===== config.mk =====
export PLATFORM = sky130hd
export DESIGN_NAME = deadtime_ref_config
export DESIGN_NICKNAME = d
export VERILOG_FILES = /design/src/include/deadtime_ref_pkg.sv /design/src/logic/turn_on_delay.sv /design/src/logic/deadtime_ref_config.sv
export SDC_FILE = /design/constraint.sdc
export NUM_CORES = 1
export LEC_CHECK = 0
export ABC_AREA = 1
export BUFFER_PORTS_ARGS = -buffer_cell sky130_fd_sc_hd__buf_2
export CAP_MARGIN = 5
export CORE_UTILIZATION = 55
export CTS_BUF_LIST = sky130_fd_sc_hd__clkbuf_8
export DETAILED_ROUTE_END_ITERATION = 10
export GPL_TIMING_DRIVEN = 0
export PLACE_DENSITY = 0.83
export SYNTH_ARGS = -nofsm -noshare
export SYNTH_HDL_FRONTEND = slang
export SYNTH_SLANG_ARGS = --single-unit

===== constraint.sdc =====
create_clock -name clk -period 2.7 [get_ports clk]
set_input_delay 0.135 -clock clk [delete_from_list [all_inputs] [get_ports clk]]
set_output_delay 0.135 -clock clk [all_outputs]
set_load 0.01 [all_outputs]

===== src/include/deadtime_ref_pkg.sv =====
package deadtime_ref_pkg;
    // Register byte offsets on the Avalon-MM bus
    localparam logic [3:0] DEAD_TIME_OFFS = 4'h0;
    localparam logic [3:0] SETPOINT_OFFS  = 4'h4;
    localparam logic [3:0] AUX_SET_OFFS   = 4'h8;
    localparam logic [3:0] DRV_CTRL_OFFS  = 4'hC;
    // Low address bits at which the read-only calibration word is mirrored
    localparam logic [1:0] CAL_MIRROR_SEL = 2'h1;
    // Avalon-MM response codes
    localparam logic [1:0] RESP_OKAY      = 2'h0;
    localparam logic [1:0] RESP_SLVERR    = 2'h2;
    // Reset values
    localparam logic [7:0] DEAD_TIME_RST  = 8'h00;
    localparam logic [7:0] SETPOINT_RST   = 8'h00;
    localparam logic [7:0] AUX_SET_RST    = 8'h00;
    localparam logic [7:0] DRV_CTRL_RST   = 8'h00;
    // Field positions
    localparam int PRI_CODE_LSB   = 4;
    localparam int SEC_CODE_LSB   = 0;
    localparam int PRI_BYPASS_BIT = 1;
    localparam int SEC_BYPASS_BIT = 0;
    localparam int MODE_SEL_LSB   = 2;
    // Master/slave field value that routes the aux reference to its pin
    localparam logic [1:0] MODE_MASTER = 2'h1;
    // Dead-time step and clock
    localparam int STEP_NS      = 16;
    localparam int CLK_PERIOD_NS = 5;
    localparam int STEP_CYCLES  = (STEP_NS + CLK_PERIOD_NS - 1) / CLK_PERIOD_NS;
    // Calibration word location
    localparam logic [15:0] CAL_WORD_ADDR = 16'h208B;
endpackage : deadtime_ref_pkg


===== src/logic/turn_on_delay.sv =====
// Delays the rising edge of one gate-drive signal; falling edges pass at once
module turn_on_delay
    import deadtime_ref_pkg::*;
#(
    parameter int CNT_W = 8
) (
    input  wire logic             clk,        // System clock
    input  wire logic             rst_n,      // Async reset, active low
    input  wire logic             drive_in,   // Raw gate request
    input  wire logic [3:0]       code,       // Dead-time code
    input  wire logic             bypass,     // Skip delay
    output logic                  drive_out   // Delayed gate drive
);
    logic [CNT_W-1:0] cnt_q;
    logic [CNT_W-1:0] target;

    // Cycles for (code+1) steps, each 16 ns rounded up to whole cycles
    assign target = CNT_W'((32'(code) + 1) * STEP_CYCLES);

    // Count while request is high, release after target
    always_ff @(posedge clk or negedge rst_n) begin
        if (!rst_n) begin
            cnt_q <= '0;
        end else if (!drive_in) begin
            cnt_q <= '0; // Turn-off resets the timer
        end else if (cnt_q < target) begin
            cnt_q <= cnt_q + 1'b1;
        end
    end

    // Output register
    always_ff @(posedge clk or negedge rst_n) begin
        if (!rst_n) begin
            drive_out <= 1'b0;
        end else if (bypass) begin
            drive_out <= drive_in; // No dead time when bypassed
        end else begin
            drive_out <= drive_in && (cnt_q + 1'b1 >= target); // Rising delayed, falling immediate
        end
    end
endmodule : turn_on_delay


===== src/logic/deadtime_ref_config.sv =====
// Functional notes
// - Secondary code n gives 20ns*(n+1) delay (16 ns step rounded up to 4 cycles of 5 ns)
// - Primary upper nibble, same mapping, independent
// - Per-driver bypass skips dead time
// - Main set-point code drives 8-bit DAC
// - Main DAC 255 steps, monotonic code
// - Aux reference on pin only in master
// - Aux DAC ground referenced, no pedestal
// - Aux set-point code drives linear DAC
// - Gain calibration word readable by firmware
module deadtime_ref_config
    import deadtime_ref_pkg::*;
#(
    parameter logic [7:0] CAL_WORD = 8'h80    // Factory gain word, arbitrary default
) (
    input  wire logic        clk,                  // System clock
    input  wire logic        rst_n,                // Async reset, active low
    input  wire logic [3:0]  avs_address,          // Byte address
    input  wire logic        avs_read,             // Read strobe
    input  wire logic        avs_write,            // Write strobe
    input  wire logic [31:0] avs_writedata,        // Write data
    input  wire logic [3:0]  avs_byteenable,       // Byte enables
    output logic      [31:0] avs_readdata,         // Read data
    output logic             avs_waitrequest,      // Stall
    output logic      [1:0]  avs_response,         // 00 ok, 10 slave error
    input  wire logic        primary_pwm,          // Raw primary request
    input  wire logic        secondary_pwm,        // Raw secondary request
    output logic             primary_gate_drive,   // Delayed primary drive
    output logic             secondary_gate_drive, // Delayed secondary drive
    output logic      [7:0]  regulation_dac_code,  // Main DAC code
    output logic      [7:0]  aux_dac_code,         // Aux DAC code
    output logic             aux_reference_pin_en, // Aux DAC onto pin
    output logic      [7:0]  amp_gain_cal_word     // Calibration word
);
    // Register contents
    logic [7:0] driver_dead_time_select_q;     // Primary and secondary dead-time codes
    logic [7:0] regulation_setpoint_code_q;    // Main reference code
    logic [7:0] aux_reference_setpoint_code_q; // Auxiliary reference code
    logic [7:0] drive_control_q;               // Bypass bits and mode select
    // Bus handshake
    logic       waitrequest_q;                 // Stall, high while idle
    logic       request;                       // Read or write held by the master
    logic       capture;                       // First edge of a transfer
    logic       accept;                        // Answering edge of a transfer
    // Address decode
    logic       hit;                           // Address is mapped
    logic [7:0] rd_mux;                        // Byte offered to a read
    // Field views
    logic [3:0] primary_deadtime_code;         // Upper nibble of the dead-time register
    logic [3:0] secondary_deadtime_code;       // Lower nibble of the dead-time register
    logic       primary_deadtime_bypass;       // Skip primary turn-on delay
    logic       secondary_deadtime_bypass;     // Skip secondary turn-on delay
    logic [1:0] master_slave_select;           // Mode field, master routes aux reference
    // Write strobes
    logic       wr_dead;                       // Dead-time register write
    logic       wr_setp;                       // Main set-point write
    logic       wr_aux;                        // Aux set-point write
    logic       wr_ctrl;                       // Control register write

    // Named fields of the dead-time and control registers
    assign primary_deadtime_code     = driver_dead_time_select_q[PRI_CODE_LSB +: 4];
    assign secondary_deadtime_code   = driver_dead_time_select_q[SEC_CODE_LSB +: 4];
    assign primary_deadtime_bypass   = drive_control_q[PRI_BYPASS_BIT];
    assign secondary_deadtime_bypass = drive_control_q[SEC_BYPASS_BIT];
    assign master_slave_select       = drive_control_q[MODE_SEL_LSB +: 2];

    // Transfer pending, its first edge and its answering edge
    assign request = avs_read || avs_write;
    assign capture = request && waitrequest_q;
    assign accept  = request && !waitrequest_q;

    // Stall flop: idle high, low for the single cycle in which a transfer completes
    always_ff @(posedge clk or negedge rst_n) begin
        if (!rst_n) begin
            waitrequest_q <= 1'b1;
        end else if (capture) begin
            waitrequest_q <= 1'b0;
        end else begin
            waitrequest_q <= 1'b1;
        end
    end

    // Stall output taken straight from its flop, so the master never sees a glitch
    assign avs_waitrequest = waitrequest_q;

    // Address decode and read mux; the calibration word is mirrored read-only
    always_comb begin
        hit    = 1'b1;
        rd_mux = 8'h00;
        case (avs_address)
            DEAD_TIME_OFFS: rd_mux = driver_dead_time_select_q;
            SETPOINT_OFFS:  rd_mux = regulation_setpoint_code_q;
            AUX_SET_OFFS:   rd_mux = aux_reference_setpoint_code_q;
            DRV_CTRL_OFFS:  rd_mux = drive_control_q;
            default: begin
                if (avs_address[1:0] == CAL_MIRROR_SEL) begin
                    rd_mux = CAL_WORD; // Read-only calibration word, valid from reset
                end else begin
                    hit = 1'b0;
                end
            end
        endcase
    end

    // Read data, loaded on the first edge and standing until the next transfer
    always_ff @(posedge clk or negedge rst_n) begin
        if (!rst_n) begin
            avs_readdata <= 32'h0000_0000;
        end else if (capture) begin
            avs_readdata <= {24'h00_0000, rd_mux};
        end
    end

    // Response code, loaded together with the read data
    always_ff @(posedge clk or negedge rst_n) begin
        if (!rst_n) begin
            avs_response <= RESP_OKAY;
        end else if (capture) begin
            avs_response <= hit ? RESP_OKAY : RESP_SLVERR;
        end
    end

    // One write strobe per register, byte lane 0 only, on the answering edge
    always_comb begin
        wr_dead = 1'b0;
        wr_setp = 1'b0;
        wr_aux  = 1'b0;
        wr_ctrl = 1'b0;
        if (avs_write && accept && avs_byteenable[0]) begin
            case (avs_address)
                DEAD_TIME_OFFS: wr_dead = 1'b1;
                SETPOINT_OFFS:  wr_setp = 1'b1;
                AUX_SET_OFFS:   wr_aux  = 1'b1;
                DRV_CTRL_OFFS:  wr_ctrl = 1'b1;
                default:        ; // Calibration mirror and holes ignore writes
            endcase
        end
    end

    // Dead-time register: primary code upper nibble, secondary lower nibble
    always_ff @(posedge clk or negedge rst_n) begin
        if (!rst_n) begin
            driver_dead_time_select_q <= DEAD_TIME_RST;
        end else if (wr_dead) begin
            driver_dead_time_select_q <= avs_writedata[7:0];
        end
    end

    // Main set-point register, holds the gain-corrected code from firmware
    always_ff @(posedge clk or negedge rst_n) begin
        if (!rst_n) begin
            regulation_setpoint_code_q <= SETPOINT_RST;
        end else if (wr_setp) begin
            regulation_setpoint_code_q <= avs_writedata[7:0];
        end
    end

    // Aux set-point register, stepped by firmware while trimming
    always_ff @(posedge clk or negedge rst_n) begin
        if (!rst_n) begin
            aux_reference_setpoint_code_q <= AUX_SET_RST;
        end else if (wr_aux) begin
            aux_reference_setpoint_code_q <= avs_writedata[7:0];
        end
    end

    // Control register; upper nibble reads as zero
    always_ff @(posedge clk or negedge rst_n) begin
        if (!rst_n) begin
            drive_control_q <= DRV_CTRL_RST;
        end else if (wr_ctrl) begin
            drive_control_q <= {4'h0, avs_writedata[3:0]};
        end
    end

    // Main reference DAC code: linear, Vbg*code/255 in monotonic steps
    always_ff @(posedge clk or negedge rst_n) begin
        if (!rst_n) begin
            regulation_dac_code <= SETPOINT_RST;
        end else begin
            regulation_dac_code <= regulation_setpoint_code_q;
        end
    end

    // Aux reference DAC code: ground referenced, no pedestal added
    always_ff @(posedge clk or negedge rst_n) begin
        if (!rst_n) begin
            aux_dac_code <= AUX_SET_RST;
        end else begin
            aux_dac_code <= aux_reference_setpoint_code_q;
        end
    end

    // Aux reference reaches its pin only in master mode
    always_ff @(posedge clk or negedge rst_n) begin
        if (!rst_n) begin
            aux_reference_pin_en <= 1'b0;
        end else begin
            aux_reference_pin_en <= (master_slave_select == MODE_MASTER);
        end
    end

    // Calibration word presented to firmware
    always_ff @(posedge clk or negedge rst_n) begin
        if (!rst_n) begin
            amp_gain_cal_word <= '0;
        end else begin
            amp_gain_cal_word <= CAL_WORD;
        end
    end

    // Primary driver dead time
    turn_on_delay u_pri (
        .clk       (clk),
        .rst_n     (rst_n),
        .drive_in  (primary_pwm),
        .code      (primary_deadtime_code),
        .bypass    (primary_deadtime_bypass),
        .drive_out (primary_gate_drive)
    );

    // Secondary driver dead time
    turn_on_delay u_sec (
        .clk       (clk),
        .rst_n     (rst_n),
        .drive_in  (secondary_pwm),
        .code      (secondary_deadtime_code),
        .bypass    (secondary_deadtime_bypass),
        .drive_out (secondary_gate_drive)
    );
endmodule : deadtime_ref_config


==> impl_metrics.yaml <==
die:
  fp.dieH_um: 86.1
  num_rows: 30
  die_w_um: 86.1
  initial_core_util_pct: 57.2
  coreArea_mm2: 0.00679
  ioPinCount: 108
  die-area_mm2: 0.00741
synth:
  syn_area_mm2: 0.00389
  synthTopCellsByArea: "dfrtp_1 (47%), nand2_1 (13%), ha_1 (7.1%)"
  yosysTopAreaCell: "dfrtp_1"
  synth_cell_types: 31
  synth-seq-cells: 74
  synthCells: 451
  synth-seq-area-share_pct: 47.7
  synth_top_area_share_pct: 47.0
  synth_warnings: 0
  syn_avg_cell_area_um2: 8.62
timing:
  fin_ws_ns: 0.704
  tightest_slew_ns: 0.905
  fin_skew_ns: 0.0110
  max_freq_mhz: 501
  hold_viol_final: 0
  setup_violations: 0
  fin_setup_tns_ns: 0
  slew_headroom_pct: 39.7
  rsz0062_at_grt: "no"
  drv_slew: 0
  finalCritPeriodShare_pct: 73.9
  period_needed_ns: 2.00
drt:
  first_iter_violations: 266
  routedWlPerCell_um: 12.1
  drt_first_pass_iters: 5
  vias_per_cell: 4.84
  wl_um: 7760
  num_vias: 3105
  drc: 0
  ant_nets: 0
flow_run:
  drv_cap: 0
clock_tree:
  clock-sinks: 74
  ctsResizeCount: 0
  cts_tree: "done"
  cts_setup_buffers: 0
  clockRootBuffer: "clkbuf_8"
  cts.clk_slew.worst_paths_ns: 0.08
  clk_path_buf_depth: 2
  cts-buffers-inserted: 9
  clk_latency_ns: 0.35
  postCtsHoldBufs: 1
  htree_levels: 3
global_route:
  antenna_found_initial: 0
  track_usage_pct: 23.0
  grt_max_degree: 75
  grt-ovfl-total: 0
  grt_pass1_vias: 2910
  grt_pass1_wl_um: 13100
pwr:
  power.density_mw_per_mm2: 602
  combPwrFrac_pct: 18.6
  pwr-share-clk_pct: 32.6
  seq_power_share_pct: 48.7
  peakVddDrop_mv: 0.279
  power_switching_mw: 0.829
  p_leak_nw: 2.57
  power_mw: 2.76
  sw_frac_of_total_pct: 30.1
  p_int_mw: 1.93
setup_path:
  r2r-start: "driver_dead_time_select_q[0]"
  required_ns: 2.98
  critPathLaunchType: "register"
  arrival_ns: 2.28
  path_class: "reg -> reg"
  path_max_fanout: 6
  endpoint_kind: "register"
  setup.worst_path.start: "driver_dead_time_select_q[0]"
cells_and_area:
  final_cell_mix: "nand2_1 (137), dfrtp_1 (73), buf_2 (46), inv_1 (43)"
  layout-drive-gt1-share_pct: 22.4
  nNetsFinal: 608
  fillers: 541
  area_growth_pct: 17.8
  n_antenna_cell: 0
  mostFrequentLayoutCell: "nand2_1"
placement:
  dp_hpwl_um: 5730
  portBuffers: 46
  pre_cts_slack_ns: 0.760
  gp_congestion: 0.878
worst_hold_path:
  hold_path.class: "in -> reg"
  hold_start: "avs_address[0]"
status:
  status: "finished, final reports clean"
-- metrics by stage --
stage	utilization, %	hold WS [ns]	instances	instance area (um2)
3_5_place_dp	64.1	0.315	624	4360
2_1_floorplan	-	-0.161	482	4000
5_1_grt	67.4	0.0843	641	4580
4_1_cts	67.4	0.0536	641	4580
6_report	67.4	0.0647	641	4580
3_3_place_gp	64.1	0.387	624	4350
-- power groups by stage --
stage          Sequential, mW  Clock [mW]  Combinational (mW)
2_1_floorplan            1.37           0               0.325
3_3_place_gp             1.36           0               0.491
3_5_place_dp             1.36           0               0.511
4_1_cts                  1.34       0.907               0.515
5_1_grt                  1.36       0.955               0.594
6_report                 1.34       0.901               0.513
-- routing by layer --
metal	vias to the layer above	track usage (%)	routed length [um]
li1	1552	-	-
met1	1433	29.3	3350
met2	108	38.2	3800
met3	12	4.23	467
met4	0	10.0	139
met5	-	0	0
-- state kept, by name (all words and copies together) (netlist names), 4 cells and up --
name and cells:
avs_readdata 8, aux_dac_code 8, regulation_setpoint_code_q 8, u_sec.cnt_q 8, drive_control_q 4, aux_reference_setpoint_code_q 8, driver_dead_time_select_q 8, regulation_dac_code 8
u_pri.cnt_q 8
-- cell families (layout without fill, tap and decap cells) --
logic type,after synthesis,count (layout),share of synthesized area [%]
simple gates,200,200,22.1
buf+inv,85,148,11.9
flops,74,74,47.7
compound gates,56,56,8.14
fa+ha+maj,22,22,7.08
xor+xnor,12,12,2.90
other cells,2,33,0.193
-- worst paths after layout --
kind	end	slack (ns)	cells after the start
setup / recovery	u_sec.cnt_q[3]	0.70	10
hold / removal	avs_readdata[7]	0.06	3
setup reg to reg	u_sec.cnt_q[3]	0.70	10
hold reg to reg	aux_dac_code[0]	0.41	0
max in group asynchronous	regulation_dac_code[0]	1.65	2
min in group asynchronous	avs_readdata[3]	0.45	2
-- area by class of cell --
class                   count  area [um2]  share of cell area (%)
clock buffers              11         151                    3.31
inverters                  47         176                    3.85
multi-input cells         323        1690                    36.9
well taps                  96         120                    2.62
plain buffers              38         287                    6.26
repair buffers             47         243                    5.30
clock inverters             5        61.3                    1.34
flip-flops and latches     74        1850                    40.5
-- critical path: stages (launching register included) --
cell	delay, ns
dfrtp_1	0.44
nand3_1	0.12
xor2_1	0.24
ha_1	0.29
nand2_1	0.06
nand2_1	0.05
a21oi_1	0.17
nand3_1	0.18
inv_1	0.22
nand2_1	0.08
nand2_1	0.07
-- Yosys cell counts --
cell / instances
nand2_4: 2
or2_0: 2
a21oi_1: 6
o21ai_1: 17
nand4_1: 3
nor2_1: 17
xor2_1: 4
nand3_1: 30
nand2_2: 1
nor2_2: 1
xnor2_1: 7
xor2_2: 1
o21ai_0: 23
inv_2: 4
buf_6: 3
or2_2: 2
inv_1: 43
dfstp_2: 1
ha_1: 22
buf_1: 2
nor2_4: 2
buf_4: 32
buf_2: 1
nor3_1: 2
o21ai_2: 7
conb_1: 2
nand2_1: 137
a31o_2: 2
dfrtp_1: 73
nor2_8: 1
o211ai_1: 1
Power figures use the tool's default switching activity.
